==> src/pkg/b2e_pkg.sv <==
// Constants and types shared by the 2D block transfer engine
package b2e_pkg;
  localparam int DW = 16;
  localparam int AW = 21;
  localparam int CW = 10;
  localparam int WIN_BIT = 20;
  localparam int FIFO_DEPTH = 8;
  localparam logic [4:0] LEFT_NONE = 5'h00;
  localparam logic [4:0] LEFT_ONE = 5'h01;
  localparam logic [4:0] LEFT_BYTES = 5'h02;
  localparam logic [4:0] LEFT_BYTE_BITS = 5'h08;
  localparam logic [4:0] LEFT_WORD_BITS = 5'h10;
  localparam logic [AW-1:0] STEP_BYTE = 21'h000001;
  localparam logic [AW-1:0] STEP_WORD = 21'h000002;
  localparam logic [AW-1:0] PAT_MASK8 = 21'h00003f;
  localparam logic [AW-1:0] PAT_MASK16 = 21'h00007f;
  localparam logic [CW-1:0] CNT_ONE = 10'h001;
  localparam logic [2:0] PAT_LAST = 3'h7;
  localparam logic [1:0] BE_LOW = 2'h1;
  localparam logic [1:0] BE_HIGH = 2'h2;
  localparam logic [1:0] BE_BOTH = 2'h3;
  localparam logic [7:0] BYTE_ZERO = 8'h00;

  typedef enum logic [3:0] {
    OP_WRITE = 4'h0,
    OP_READ = 4'h1,
    OP_MOVE = 4'h2,
    OP_SOLID = 4'h3,
    OP_PAT = 4'h4,
    OP_TPAT = 4'h5,
    OP_TWRITE = 4'h6,
    OP_TMOVE = 4'h7,
    OP_EXP = 4'h8,
    OP_MEXP = 4'h9
  } b2e_op_type;

  typedef enum logic [2:0] {
    S_IDLE = 3'b000,
    S_SRC = 3'b001,
    S_SRD = 3'b010,
    S_DRD = 3'b011,
    S_DWR = 3'b100,
    S_OUT = 3'b101,
    S_NEXT = 3'b110,
    S_DONE = 3'b111
  } b2e_state_type;

  typedef struct packed {
    b2e_op_type op;
    logic [3:0] rop;
    logic bpp16;
    logic dirNeg;
    logic srcLin;
    logic dstLin;
    logic bgTransp;
    logic [AW-1:0] srcAddr;
    logic [AW-1:0] dstAddr;
    logic [AW-1:0] srcPitch;
    logic [AW-1:0] dstPitch;
    logic [CW-1:0] width;
    logic [CW-1:0] height;
    logic [DW-1:0] fg;
    logic [DW-1:0] bg;
  } b2e_cfg_type;

  typedef struct packed {
    logic we;
    logic [1:0] be;
    logic [AW-1:0] addr;
    logic [DW-1:0] wdata;
  } b2e_mem_type;
endpackage

==> src/hdl/b2e_fifo.sv <==
// Host write data FIFO of the block transfer engine
`timescale 1ns/1ps
`default_nettype none
module b2e_fifo #(
  parameter int W = 16,
  parameter int DEPTH = 8
)
(
  // Clock and reset
  input wire logic core_clk,
  input wire logic rst_n,
  // Fill side
  input wire logic inValid,
  output logic inReady,
  input wire logic [W-1:0] inData,
  // Drain side
  output logic outValid,
  input wire logic outReady,
  output logic [W-1:0] outData
);
  localparam int PW = $clog2(DEPTH);
  logic [W-1:0] mem [DEPTH];
  logic [PW-1:0] wp_r;
  logic [PW-1:0] rp_r;
  logic [PW:0] cnt_r;
  logic [PW:0] cnt_nxt;
  logic push;
  logic pop;

  assign outValid = (cnt_r != '0);
  assign outData = mem[rp_r];
  assign push = inValid && inReady;
  assign pop = outValid && outReady;
  assign cnt_nxt = cnt_r + (PW+1)'(push) - (PW+1)'(pop);

  always_ff @(posedge core_clk)
  begin
    if (push)
    begin
      mem[wp_r] <= inData;
    end
  end

  always_ff @(posedge core_clk or negedge rst_n)
  begin
    if (!rst_n)
    begin
      wp_r <= '0;
      rp_r <= '0;
      cnt_r <= '0;
      inReady <= 1'b0;
    end
    else
    begin
      wp_r <= wp_r + PW'(push);
      rp_r <= rp_r + PW'(pop);
      cnt_r <= cnt_nxt;
      inReady <= (cnt_nxt < (PW+1)'(DEPTH));
    end
  end
endmodule
`default_nettype wire

==> src/hdl/b2e_engine.sv <==
// 2D block transfer engine: host window, pixel sequencer, memory port
`timescale 1ns/1ps
`default_nettype none
// Function
// - Move pixels over a 16-bit path at 8 or 16 bits per pixel.
// - Rectangular or linear addressing; only plain move may step negative.
// - Host reaches the engine through its own dedicated data window.
// - Host write combines host and destination data by one of 16 ROPs.
// - Move applies the same 16 ROPs in either direction.
// - Read returns display memory to the host with no ROP.
// - Solid fill writes foreground colour; low byte only at 8 bpp.
// - Pattern fill tiles an 8x8 pattern stored contiguously off screen.
// - Low source start address bits pick the first pattern pixel.
// - Pattern fill follows line ends and wraps after the last row.
// - Transparent pattern fill skips pixels matching the background key.
// - Transparent write skips host pixels matching the background key.
// - Transparent move is positive only and skips key-coloured pixels.
// - Expansion: one gives foreground, zero gives background colour.
// - With background transparency zero bits leave destination unchanged.
// - Host expansion data arrives as words; line end discards leftover bits.
// - Expansion uses low byte first, each byte from bit 7 down.
// - Host expansion accepts any alignment, positive direction only.
// - Move expansion reads byte-aligned off-screen data, positive only.
// - Window answers at every even address with address bit 20 set.
module b2e_engine
  import b2e_pkg::*;
(
  // Clock and reset
  input wire logic core_clk,
  input wire logic rst_n,
  // Operation control
  input wire logic start,
  input wire b2e_cfg_type cfg,
  output logic busy,
  // Host data window
  input wire logic hostWe,
  input wire logic hostRe,
  input wire logic [AW-1:0] hostAddr,
  input wire logic [DW-1:0] hostWdata,
  output logic hostWrReady,
  output logic hostRdValid,
  output logic [DW-1:0] hostRdata,
  // Display buffer
  output logic memReq,
  output var b2e_mem_type memCmd,
  input wire logic memAck,
  input wire logic [DW-1:0] memRdata
);
  b2e_cfg_type c_r;
  b2e_state_type state_r;
  logic [AW-1:0] srcAddr_r;
  logic [AW-1:0] dstAddr_r;
  logic [AW-1:0] srcLine_r;
  logic [AW-1:0] dstLine_r;
  logic [CW-1:0] xCnt_r;
  logic [CW-1:0] yCnt_r;
  logic [2:0] patX_r;
  logic [2:0] patY_r;
  logic [2:0] patX0_r;
  logic [DW-1:0] srcWord_r;
  logic [DW-1:0] pix_r;
  logic [DW-1:0] dstPix_r;
  logic [4:0] srcLeft_r;
  logic curBit_r;
  logic [7:0] outLow_r;
  logic outHalf_r;
  logic winHit;
  logic fifoPush;
  logic fifoValid;
  logic fifoPop;
  logic [DW-1:0] fifoData;
  logic isHost;
  logic isExp;
  logic useRop;
  logic isTrans;
  logic isPat;
  logic isRead;
  logic srcMem;
  logic consume;
  logic memDone;
  logic lineEnd;
  logic lastPix;
  logic keyHit;
  logic skipWr;
  logic memIssue;
  logic [AW-1:0] step;
  logic [AW-1:0] patAddr;
  logic [AW-1:0] srcNextLine;
  logic [AW-1:0] dstNextLine;
  logic [7:0] lane;
  logic [DW-1:0] ropOut;
  logic [DW-1:0] wPix;
  logic [5:0] patIdx;
  logic [5:0] patIdx0;

  function automatic logic [AW-1:0] stepAddr(input logic [AW-1:0] a,
    input logic [AW-1:0] d, input logic neg);
    stepAddr = neg ? a - d : a + d;
  endfunction

  // Decode of the host window, independent of the register space
  assign winHit = hostAddr[WIN_BIT] && !hostAddr[0];
  assign fifoPush = hostWe && winHit;

  b2e_fifo #(
    .W(DW),
    .DEPTH(FIFO_DEPTH)
  ) u_fifo (
    .core_clk(core_clk),
    .rst_n(rst_n),
    .inValid(fifoPush),
    .inReady(hostWrReady),
    .inData(hostWdata),
    .outValid(fifoValid),
    .outReady(fifoPop),
    .outData(fifoData)
  );

  assign isHost = (c_r.op == OP_WRITE) || (c_r.op == OP_TWRITE) ||
    (c_r.op == OP_EXP);
  assign isExp = (c_r.op == OP_EXP) || (c_r.op == OP_MEXP);
  assign useRop = (c_r.op == OP_WRITE) || (c_r.op == OP_MOVE) ||
    (c_r.op == OP_PAT);
  assign isTrans = (c_r.op == OP_TPAT) || (c_r.op == OP_TWRITE) ||
    (c_r.op == OP_TMOVE);
  assign isPat = (c_r.op == OP_PAT) || (c_r.op == OP_TPAT);
  assign isRead = (c_r.op == OP_READ);
  assign srcMem = (c_r.op == OP_MOVE) || (c_r.op == OP_TMOVE) || isRead;
  assign consume = (isHost || (c_r.op == OP_MEXP)) &&
    (srcLeft_r != LEFT_NONE);
  assign fifoPop = (state_r == S_SRC) && isHost &&
    (srcLeft_r == LEFT_NONE) && fifoValid;
  assign memDone = memReq && memAck;
  assign lineEnd = (xCnt_r == c_r.width - CNT_ONE);
  assign lastPix = lineEnd && (yCnt_r == c_r.height - CNT_ONE);
  assign step = c_r.bpp16 ? STEP_WORD : STEP_BYTE;
  assign lane = memCmd.addr[0] ? memRdata[15:8] : memRdata[7:0];
  assign srcNextLine = stepAddr(srcLine_r, c_r.srcPitch, c_r.dirNeg);
  assign dstNextLine = stepAddr(dstLine_r, c_r.dstPitch, c_r.dirNeg);

  // Pattern pixel address inside the 64 or 128 byte tile
  assign patIdx = {patY_r, patX_r};
  assign patAddr = c_r.bpp16 ?
    ((c_r.srcAddr & ~PAT_MASK16) | AW'({patIdx, 1'b0})) :
    ((c_r.srcAddr & ~PAT_MASK8) | AW'(patIdx));
  assign patIdx0 = cfg.bpp16 ? 6'((cfg.srcAddr & PAT_MASK16) >> 1) :
    6'(cfg.srcAddr & PAT_MASK8);

  for (genvar i = 0; i < DW; i++)
  begin : g_rop
    assign ropOut[i] = c_r.rop[{pix_r[i], dstPix_r[i]}];
  end

  assign keyHit = c_r.bpp16 ? (pix_r == c_r.bg) :
    (pix_r[7:0] == c_r.bg[7:0]);
  assign skipWr = (isTrans && keyHit) ||
    (isExp && !curBit_r && c_r.bgTransp);
  assign wPix = useRop ? ropOut : pix_r;
  assign memIssue = (state_r == S_SRD) || (state_r == S_DRD) ||
    ((state_r == S_DWR) && !skipWr);

  // Sequencer and busy flag
  always_ff @(posedge core_clk or negedge rst_n)
  begin
    if (!rst_n)
    begin
      state_r <= S_IDLE;
      busy <= 1'b0;
    end
    else
    begin
      unique case (state_r)
        S_IDLE:
        begin
          if (start)
          begin
            busy <= 1'b1;
            state_r <= S_SRC;
          end
        end
        S_SRC:
        begin
          if (c_r.op == OP_SOLID)
            state_r <= S_DWR;
          else if (consume)
            state_r <= useRop ? S_DRD : S_DWR;
          else if (!isHost)
            state_r <= S_SRD;
        end
        S_SRD:
        begin
          if (memDone)
          begin
            if (c_r.op == OP_MEXP)
              state_r <= S_SRC;
            else if (isRead)
              state_r <= S_OUT;
            else
              state_r <= useRop ? S_DRD : S_DWR;
          end
        end
        S_DRD:
        begin
          if (memDone)
            state_r <= S_DWR;
        end
        S_DWR:
        begin
          if (skipWr || memDone)
            state_r <= S_NEXT;
        end
        S_OUT:
        begin
          if (!hostRdValid)
            state_r <= S_NEXT;
        end
        S_NEXT:
        begin
          if (!lastPix)
            state_r <= S_SRC;
          else if (isRead)
            state_r <= S_DONE;
          else
          begin
            busy <= 1'b0;
            state_r <= S_IDLE;
          end
        end
        S_DONE:
        begin
          if (!hostRdValid)
          begin
            busy <= 1'b0;
            state_r <= S_IDLE;
          end
        end
      endcase
    end
  end

  // Source pixel fetch, bit and byte unpacking
  always_ff @(posedge core_clk or negedge rst_n)
  begin
    if (!rst_n)
    begin
      c_r <= '0;
      srcWord_r <= '0;
      srcLeft_r <= LEFT_NONE;
      pix_r <= '0;
      dstPix_r <= '0;
      curBit_r <= 1'b0;
    end
    else if (state_r == S_IDLE && start)
    begin
      c_r <= cfg;
      c_r.dirNeg <= cfg.dirNeg &&
        (cfg.op == OP_MOVE);
      srcLeft_r <= LEFT_NONE;
    end
    else if (fifoPop)
    begin
      srcWord_r <= {fifoData[7:0], fifoData[15:8]};
      srcLeft_r <= isExp ? LEFT_WORD_BITS :
        (c_r.bpp16 ? LEFT_ONE : LEFT_BYTES);
    end
    else if (state_r == S_SRC && consume)
    begin
      curBit_r <= srcWord_r[DW-1];
      if (isExp)
        pix_r <= srcWord_r[DW-1] ? c_r.fg : c_r.bg;
      else if (c_r.bpp16)
        pix_r <= {srcWord_r[7:0], srcWord_r[15:8]};
      else
        pix_r <= {BYTE_ZERO, srcWord_r[15:8]};
      srcWord_r <= isExp ? srcWord_r << 1 : srcWord_r << 8;
      srcLeft_r <= srcLeft_r - LEFT_ONE;
    end
    else if (state_r == S_SRC && c_r.op == OP_SOLID)
      pix_r <= c_r.fg;
    else if (state_r == S_SRD && memDone)
    begin
      if (c_r.op == OP_MEXP)
      begin
        srcWord_r <= {lane, BYTE_ZERO};
        srcLeft_r <= LEFT_BYTE_BITS;
      end
      else
        pix_r <= c_r.bpp16 ? memRdata : {BYTE_ZERO, lane};
    end
    else if (state_r == S_DRD && memDone)
      dstPix_r <= c_r.bpp16 ? memRdata : {BYTE_ZERO, lane};
    else if (state_r == S_NEXT && lineEnd && isExp)
      srcLeft_r <= LEFT_NONE;
  end

  // Address walk over rectangle, line and pattern tile
  always_ff @(posedge core_clk or negedge rst_n)
  begin
    if (!rst_n)
    begin
      srcAddr_r <= '0;
      dstAddr_r <= '0;
      srcLine_r <= '0;
      dstLine_r <= '0;
      xCnt_r <= '0;
      yCnt_r <= '0;
      patX_r <= '0;
      patY_r <= '0;
      patX0_r <= '0;
    end
    else if (state_r == S_IDLE && start)
    begin
      srcAddr_r <= cfg.srcAddr;
      srcLine_r <= cfg.srcAddr;
      dstAddr_r <= cfg.dstAddr;
      dstLine_r <= cfg.dstAddr;
      xCnt_r <= '0;
      yCnt_r <= '0;
      patX_r <= patIdx0[2:0];
      patX0_r <= patIdx0[2:0];
      patY_r <= patIdx0[5:3];
    end
    else if (state_r == S_SRD && memDone && c_r.op == OP_MEXP)
      srcAddr_r <= srcAddr_r + STEP_BYTE;
    else if (state_r == S_NEXT && lineEnd)
    begin
      xCnt_r <= '0;
      yCnt_r <= yCnt_r + CNT_ONE;
      patX_r <= patX0_r;
      patY_r <= patY_r + 3'h1;
      if (c_r.dstLin)
        dstAddr_r <= stepAddr(dstAddr_r, step, c_r.dirNeg);
      else
      begin
        dstLine_r <= dstNextLine;
        dstAddr_r <= dstNextLine;
      end
      if (srcMem && c_r.srcLin)
        srcAddr_r <= stepAddr(srcAddr_r, step, c_r.dirNeg);
      else if ((srcMem || c_r.op == OP_MEXP) && !c_r.srcLin)
      begin
        srcLine_r <= srcNextLine;
        srcAddr_r <= srcNextLine;
      end
    end
    else if (state_r == S_NEXT)
    begin
      xCnt_r <= xCnt_r + CNT_ONE;
      patX_r <= patX_r + 3'h1;
      dstAddr_r <= stepAddr(dstAddr_r, step, c_r.dirNeg);
      if (srcMem)
        srcAddr_r <= stepAddr(srcAddr_r, step, c_r.dirNeg);
    end
  end

  // Display buffer port: request held until acknowledged
  always_ff @(posedge core_clk or negedge rst_n)
  begin
    if (!rst_n)
    begin
      memReq <= 1'b0;
      memCmd <= '0;
    end
    else if (memDone)
      memReq <= 1'b0;
    else if (!memReq && memIssue)
    begin
      memReq <= 1'b1;
      memCmd.we <= (state_r == S_DWR);
      if (state_r == S_SRD)
        memCmd.addr <= isPat ? patAddr : srcAddr_r;
      else
        memCmd.addr <= dstAddr_r;
      if (c_r.bpp16)
        memCmd.be <= BE_BOTH;
      else if ((state_r == S_SRD) ? (isPat ? patAddr[0] : srcAddr_r[0]) :
        dstAddr_r[0])
        memCmd.be <= BE_HIGH;
      else
        memCmd.be <= BE_LOW;
      memCmd.wdata <= c_r.bpp16 ? wPix : {wPix[7:0], wPix[7:0]};
    end
  end

  // Read data packing toward the host, low byte first at 8 bpp
  always_ff @(posedge core_clk or negedge rst_n)
  begin
    if (!rst_n)
    begin
      hostRdValid <= 1'b0;
      hostRdata <= '0;
      outLow_r <= '0;
      outHalf_r <= 1'b0;
    end
    else if (state_r == S_IDLE && start)
      outHalf_r <= 1'b0;
    else if (state_r == S_OUT && !hostRdValid)
    begin
      if (c_r.bpp16 || outHalf_r || lastPix)
      begin
        hostRdValid <= 1'b1;
        outHalf_r <= 1'b0;
        if (c_r.bpp16)
          hostRdata <= pix_r;
        else if (outHalf_r)
          hostRdata <= {pix_r[7:0], outLow_r};
        else
          hostRdata <= {BYTE_ZERO, pix_r[7:0]};
      end
      else
      begin
        outLow_r <= pix_r[7:0];
        outHalf_r <= 1'b1;
      end
    end
    else if (hostRe && winHit && hostRdValid)
      hostRdValid <= 1'b0;
  end

  chk_busy_start: assert property (@(posedge core_clk)
    disable iff (!rst_n)
    (state_r == S_IDLE && start) |=> busy && state_r == S_SRC)
    else $error("busy not raised at start");

  chk_busy_end: assert property (@(posedge core_clk)
    disable iff (!rst_n)
    (state_r == S_NEXT && lastPix && !isRead) |=>
    !busy && state_r == S_IDLE)
    else $error("busy not dropped after last write");

  chk_neg_move: assert property (@(posedge core_clk)
    disable iff (!rst_n)
    (busy && c_r.dirNeg) |-> c_r.op == OP_MOVE)
    else $error("negative direction on an operation other than move");

  chk_solid_colour: assert property (@(posedge core_clk)
    disable iff (!rst_n)
    (memReq && memCmd.we && c_r.op == OP_SOLID) |->
    (memCmd.wdata[7:0] == c_r.fg[7:0]) &&
    (!c_r.bpp16 || memCmd.wdata == c_r.fg))
    else $error("solid fill wrote wrong colour");

  chk_key_skip: assert property (@(posedge core_clk)
    disable iff (!rst_n)
    (memReq && memCmd.we && isTrans) |-> !keyHit)
    else $error("key coloured pixel was written");

  chk_exp_colour: assert property (@(posedge core_clk)
    disable iff (!rst_n)
    (memReq && memCmd.we && isExp) |->
    (curBit_r ? memCmd.wdata[7:0] == c_r.fg[7:0] :
    (!c_r.bgTransp && memCmd.wdata[7:0] == c_r.bg[7:0])))
    else $error("expansion colour wrong");

  chk_pat_wrap: assert property (@(posedge core_clk)
    disable iff (!rst_n)
    (state_r == S_NEXT && lineEnd && patY_r == PAT_LAST) |=>
    patY_r == 3'h0 && patX_r == patX0_r)
    else $error("pattern row did not wrap");

  chk_line_discard: assert property (@(posedge core_clk)
    disable iff (!rst_n)
    (state_r == S_NEXT && lineEnd && isExp) |=> srcLeft_r == LEFT_NONE)
    else $error("leftover expansion bits kept across line");

  chk_exp_order: assert property (@(posedge core_clk)
    disable iff (!rst_n)
    (state_r == S_SRC && consume && isExp) |=>
    curBit_r == $past(srcWord_r[DW-1]))
    else $error("expansion bit order wrong");

  chk_read_pop: assert property (@(posedge core_clk)
    disable iff (!rst_n)
    (hostRe && hostAddr[WIN_BIT] && !hostAddr[0] && hostRdValid) |=>
    !hostRdValid)
    else $error("window read did not take the word");

  chk_mem_hold: assert property (@(posedge core_clk)
    disable iff (!rst_n)
    (memReq && !memAck) |=> memReq && $stable(memCmd))
    else $error("memory request changed before acknowledge");
endmodule
`default_nettype wire

==> config.mk <==
export PLATFORM = sky130hd
export DESIGN_NAME = b2e_engine
export DESIGN_NICKNAME = d
export VERILOG_FILES = /design/src/pkg/b2e_pkg.sv /design/src/hdl/b2e_fifo.sv /design/src/hdl/b2e_engine.sv
export SDC_FILE = /design/constraint.sdc
export NUM_CORES = 1
export LEC_CHECK = 0
export ABC_AREA = 1
export BUFFER_PORTS_ARGS = -buffer_cell sky130_fd_sc_hd__buf_2
export CORE_ASPECT_RATIO = 0.9
export CORE_UTILIZATION = 35
export CTS_BUF_LIST = sky130_fd_sc_hd__clkbuf_8
export DETAILED_ROUTE_END_ITERATION = 10
export SLEW_MARGIN = 10
export SYNTH_ARGS = -nofsm -noshare
export SYNTH_HDL_FRONTEND = slang
export SYNTH_SLANG_ARGS = --single-unit
==> constraint.sdc <==
create_clock -name core_clk -period 6.2 [get_ports core_clk]
set_input_delay 0.93 -clock core_clk [delete_from_list [all_inputs] [get_ports core_clk]]
set_output_delay 0.93 -clock core_clk [all_outputs]
set_load 0.03 [all_outputs]
## Word level (Yosys, flattened, before mapping)

Memory sizes are Yosys's and may differ from the RTL's.
Cells that the tools add are included.
W data, S select, Z words.

- Bits in registers: 377
- Latch bits: 0
- Memory bits (writable): 128
- ROM bits: 0
- Bits of input ports: 208
- Output and inout bits: 60
- Word-level logic and storage cells: 356
- Memories kept: 1

Memory list:

| memory | depth | bits a word | read ports | clocked after memory_dff | wr ports | line | RTL |
|---|---|---|---|---|---|---|---|
| u_fifo.mem | 8 | 16 | 1 | 0 | 1 | b2e_fifo.sv:22 | `logic [W-1:0] mem [DEPTH];` |

- Add/sub/neg operators: 20
- Multipliers: 0
- Div/mod/pow operators: 0
- Magnitude comparators: 17
- Eq/ne operators: 40
- Shift operators: 0
- Multiplexer cells: 139
- Bitwise operators: 9
- Reduce and logical (&&, ||, !) cells: 87

Operators with widths:

| kind | number |
|---|---|
| $mux W21 | 27 |
| $mux W16 | 18 |
| $mux W10 | 7 |
| $mux W3 | 21 |
| $lt A2 B3 Y1 const B | 16 |
| $mux W5 | 9 |
| $add A21 B2 Y21 | 2 |
| $add A21 B21 Y21 | 2 |
| $sub A21 B2 Y21 | 2 |
| $sub A21 B21 Y21 | 2 |
| $mux W1 | 33 |
| $bmux W1 S2 | 16 |
| $logic_and A1 B1 Y1 | 29 |
| $pmux W3 S8 | 1 |
| $add A21 B1 Y21 const B | 1 |
| $or A21 B6 Y21 | 1 |
| $or A21 B7 Y21 | 1 |
| $add A10 B1 Y10 const B | 2 |
| $eq A10 B10 Y1 | 2 |
| $sub A10 B1 Y10 const B | 2 |
| $logic_or A1 B1 Y1 | 18 |
| $ne A2 B2 Y1 const B | 9 |
| $reduce_and A3 Y1 | 6 |
| $eq A16 B16 Y1 | 1 |
| 39 further kinds | 84 |

## Depth between registers and ports, before layout

- Depth in word-level cells: 11
- Gate-level depth with buffers: 25
- Mapped depth without buffers: 25

## Hierarchy

From an unflattened synthesis, not the netlist that was laid out.

- Cells, all modules: 4229
- Area, all modules: 31134.9 µm²

By module, submodules not included:

| module | times used | cells each | area each (µm²) | seq. area each (µm²) |
|---|---|---|---|---|
| b2e_engine | 1 | 3616 | 24943.9 | 9008.6 |
| b2e_fifo | 1 | 613 | 6190.9 | 4119.0 |

## Worst setup path before layout

OpenSTA, ideal clock, no wires.

- Kind: register to register
- Start: reg c_r[139] in the netlist's numbering
- End: reg dstAddr_r[18]
- Setup time: 0.117 ns
- Data arrival time: 3.587 ns
- Required time: 6.083 ns
- Slack: 2.497 ns
- Cell stages (with the launch flop): 19
- Path buffers: 3
- Clock period less this slack: 3.703 ns
- Cell sequence: dfrtp_1 clkbuf_1 inv_1 clkbuf_1 clkbuf_1 nor2_1 inv_1 fa_1 nand3b_1 nand2_1 a21boi_0 o21bai_1 nand3_1 nand3_1 nand3_1 nand3_1 nand2_1 nand2_1 nand2_1

- Cells in the longest elaborated chain, start to end: 5
- Elaborated cells on any way between the ends: 7
- Classes of those cells: 7 x mux

RTL lines:

| element | line | RTL |
|---|---|---|
| start, declared | b2e_engine.sv:49 | `b2e_cfg_type c_r;` |
| start signal, assigned | b2e_engine.sv:255 | `c_r <= cfg;` |
| $mux W21 | b2e_engine.sv:98 | `stepAddr = neg ? a - d : a + d;` |
| $mux W21 (on tied branches) | b2e_engine.sv:346, b2e_engine.sv:331 |  |
| $mux W21 (*) | b2e_engine.sv:325 | `else if (state_r == S_NEXT && lineEnd)` |
| $mux W21 (*) | b2e_engine.sv:323 | `else if (state_r == S_SRD && memDone && c_r.op == OP_MEXP)` |
| $mux W21 (*) | b2e_engine.sv:311 | `else if (state_r == S_IDLE && start)` |
| end signal, assigned | b2e_engine.sv:315 | `dstAddr_r <= cfg.dstAddr;` |
| end signal, assigned | b2e_engine.sv:332 | `dstAddr_r <= stepAddr(dstAddr_r, step, c_r.dirNeg);` |
| end signal, assigned | b2e_engine.sv:350 | `dstAddr_r <= stepAddr(dstAddr_r, step, c_r.dirNeg);` |
| end, declared | b2e_engine.sv:52 | `logic [AW-1:0] dstAddr_r;` |

Every way passes the cells marked *; elsewhere a longest branch is shown, timed or not. The select of a mux whose other input is x is not followed.
A chain may end at the register's enable or synchronous reset.

## Worst setup path in the final report

- Start: reg c_r[75] in the netlist's numbering
- End: reg srcAddr_r[20]

- Cells in the longest elaborated chain, start to end: 7
- Elaborated cells on any way between the ends: 8
- Classes of those cells: 2 x add/sub; 6 x mux

RTL lines:

| element | line | RTL |
|---|---|---|
| $add A21 B21 Y21 / $sub A21 B21 Y21 (equally long branches) | b2e_engine.sv:98 |  |
| $mux W21 (*) | b2e_engine.sv:98 |  |
| $mux W21 (*) | b2e_engine.sv:340 | `else if ((srcMem \|\| c_r.op == OP_MEXP) && !c_r.srcLin)` |
| $mux W21 (*) | b2e_engine.sv:338 | `if (srcMem && c_r.srcLin)` |
| $mux W21 (*) | b2e_engine.sv:325 |  |
| $mux W21 (*) | b2e_engine.sv:323 |  |
| $mux W21 (*) | b2e_engine.sv:311 |  |
| end signal, assigned | b2e_engine.sv:313 | `srcAddr_r <= cfg.srcAddr;` |
| end signal, assigned | b2e_engine.sv:324 | `srcAddr_r <= srcAddr_r + STEP_BYTE;` |
| end signal, assigned | b2e_engine.sv:339 | `srcAddr_r <= stepAddr(srcAddr_r, step, c_r.dirNeg);` |
| end, declared | b2e_engine.sv:51 | `logic [AW-1:0] srcAddr_r;` |

Marked as above.

==> run metrics <==
hold buffer count at CTS 0; leak pwr 16.50 nW; vias in the first global route 26570; drt total wl 96.66 mm; worst hold path class primary input to async pin; Fin Hold WS 165.3 ps; commonest non-fill, non-tap cells in the layout nand2_1, nor2_1, dfrtp_1; Setup Skew 51.58 ps; MaxCap Viol Count 0; All-Layer GR Usage 21.86%; Ys Warns 0; Final period util 64.20%; drt wl/cell 17.76 um; fraction of synthesized area in multiplexers 0.06624%; CP Class flip-flop to flip-flop; largest net degree at the start of global routing 177; Clock Latency Late Sink 750 ps; setup TNS 0 ps; initial drt markers 2420; Post-Layout Inst Area 0.03432 sq mm; First-pass DRT Iterations 6; Synth async-reset ratio 74.35%; post-CTS setup buffers 0; final setup fails 0; worst setup margin 2220 ps; RSZ-0062 raised after global routing false; Mapped Nets 4346; H-tree levels 3; Worst path top cell family by delay simple AND/OR/NAND/NOR gates; io pins 268; Longest Clk Path Bufs 3; xor and xnor area share after synthesis 3.478%; critical path data arrival time 4640 ps; global route overflow 0; fin cells 5442; most used cell, CP nand2_1; post-synthesis sequential area ratio 43.44%; slowest CP cell ha_1; clock buffer count from CTS 93; PortBufs 248; Post-CTS Resized 0; Synth Area in Compound Gates 14.08%; slew of the pin with the lowest slew margin 1188 ps; maximum clock rate 251.2 MHz; routability congestion estimate 0.9403; outcome complete, no violations; max-slew violation count 0; CTS clk-pin slew, worst paths 60 ps; worst path bufs/invs 2; clock sink count 499; adder-cell share of the synthesized area 4.430%; DP Area 0.03244 sq mm; Area Overhead vs Synth 13.55%; most common cell after layout, fill and taps aside nand2_1; EDFF count, synth 128; ys flop type dfrtp_1; die area 0.08753 sq mm; worst-path maximum fanout 7; max incr delay on CP 400 ps; DPL Wire Length 69.11 mm; vias per cell 5.134; peak supply drop 238.1 uV; Worst slew margin 20.18%; simple-gate share of the synthesized area 27.80%; Residual DRC 0; Placed Cells 5276; Worst EP required 6860 ps; dpl ws 2202 ps; core area 0.08492 sq mm; Hold Violations, Final 0; CTS tree built; Die Y-Extent 280.8 um; antenna violations before repair 7; Post-Syn Area per Cell 7.492 sq um; CTS root buf clkbuf_8; kind of start point of the critical path flip-flop; Nets 4550; pwr/cell area 591.7 mW/mm^2; Synth cell types 55; Initial Utilization 35.59%; share of post-route cells with drive strength above 1 11.14%; critical path capture point type flip-flop; Via Count 27940; Synth Register Bits 499; post-layout min period 3980 ps; first-pass GRT wire length 150.1 mm; ANT nets after route 0; main combinational cell family by area after synthesis simple AND/OR/NAND/NOR gates; synthesized cell area 0.03022 sq mm; Synth Instances 4034; site row count 101; die span in x 311.8 um
-- registers in the layout, summed over array words and instances, names as in the netlist, 3 cells and up --
name	count
u_fifo.mem	128
c_r	122
memCmd	40
dstAddr_r	21
dstLine_r	21
srcAddr_r	21
srcLine_r	21
dstPix_r	16
hostRdata	16
pix_r	16
srcWord_r	16
xCnt_r	10
yCnt_r	10
outLow_r	8
srcLeft_r	5
u_fifo.cnt_r	4
patX0_r	3
patX_r	3
patY_r	3
state_r	3
u_fifo.rp_r	3
u_fifo.wp_r	3
-- worst register-to-register path, stage by stage, from the launching register on --
cell and delay [ps]:
dfrtp_1 370, nor3_1 270, nand2_1 120, nor3_1 240, nand2_1 120, nor3_1 220, nand2_1 110, nor3_1 320
a21oi_1 130, xor2_1 160, inv_1 50, ha_1 400, nand2_1 100, nor3_1 270, nand2_1 110, nor2_1 100
nand2_1 70, inv_1 60, nor2_1 40, nand2_1 60, nand2_1 80, nand3_1 110, nand3_1 110, nand2_1 100
nand2_1 50, a21oi_1 140
-- cell type report --
cell class / count / area [sq um]
Sequential cell: 499 / 13130
Fill cell: 8942 / 50600
Clock buffer: 109 / 1500
Multi-Input combinational cell: 3025 / 15120
Timing Repair Buffer: 272 / 1469
Antenna cell: 1 / 2.502
Clock inverter: 56 / 369.1
Tap cell: 1133 / 1418
Inverter: 347 / 1308
-- worst paths after layout --
| check | from | end | slack (ps) | cells after the start |
|---|---|---|---|---|
| setup / recovery | c_r[75]$_DFFE_PN0P_ | srcAddr_r[20]$_DFFE_PN0P_ | 2220 | 25 |
| hold / removal | rst_n | c_r[70]$_DFFE_PN0P_ | 170 | 1 |
| setup reg to reg | c_r[75]$_DFFE_PN0P_ | srcAddr_r[20]$_DFFE_PN0P_ | 2220 | 25 |
| hold reg to reg | memCmd[4]$_DFFE_PN0P_ | memCmd[4]$_DFFE_PN0P_ | 460 | 2 |
| max in group asynchronous | rst_n | c_r[50]$_DFFE_PN0P_ | 4750 | 2 |
| min in group core_clk | cfg[88] | c_r[88]$_DFFE_PN0P_ | 400 | 3 |
-- Yosys cell counts (10+ instances only) --
cell / instances / share of area, %
clkbuf_1: 120 / 1.5
o21ai_0: 348 / 5.8
nand2_1: 1223 / 15
a21oi_1: 164 / 2.7
nand2_2: 10 / 0.21
xor2_1: 66 / 1.9
o211ai_1: 38 / 0.94
buf_2: 17 / 0.28
edfxtp_1: 128 / 13
xnor2_1: 54 / 1.6
buf_1: 11 / 0.14
nor2_1: 413 / 5.1
o22ai_1: 47 / 0.97
ha_1: 99 / 4.1
o21bai_1: 13 / 0.32
or2_2: 24 / 0.50
inv_2: 11 / 0.14
nor3_1: 45 / 0.75
inv_1: 333 / 4.1
nand3_1: 228 / 3.8
dfrtp_1: 371 / 31
o21ai_1: 18 / 0.30
nand4_1: 54 / 1.1
a31oi_1: 88 / 1.8
-- cell families (layout without fill, tap and decap cells) --
| kind of cell | after synthesis | in the layout |
|---|---|---|
| DFF | 499 | 499 |
| other | 0 | 1 |
| xor gates and xnor gates | 120 | 120 |
| AOI/OAI and AO/OA | 764 | 764 |
| and+or+nand+nor | 2035 | 2035 |
| adders and majority gates | 104 | 104 |
| buffers and inverters | 510 | 784 |
| muxes | 2 | 2 |
-- where the power goes --
group | internal, mW | switching [mW]
combinational | 3.87 | 7.55
sequential | 4.51 | 1.08
clock | 1.77 | 1.52
total | 10.2 | 10.2
-- metal layers --
| metal | track usage, % | up-vias | wire (um) |
|---|---|---|---|
| li1 | - | 13810 | - |
| met1 | 29.42 | 13080 | 43570 |
| met2 | 34.85 | 840 | 43470 |
| met3 | 3.985 | 199 | 6041 |
| met4 | 8.358 | 8 | 3527 |
| met5 | 0 | - | 50 |
-- metrics by stage --
step / utilization (%) / total power, mW
2_1_floorplan: - / 13.89
3_3_place_gp: 38.21 / 16.87
3_5_place_dp: 38.21 / 17.00
4_1_cts: 40.41 / 20.38
5_1_grt: 40.41 / 22.20
6_report: 40.41 / 20.30
(Power assumes the default switching activity.)
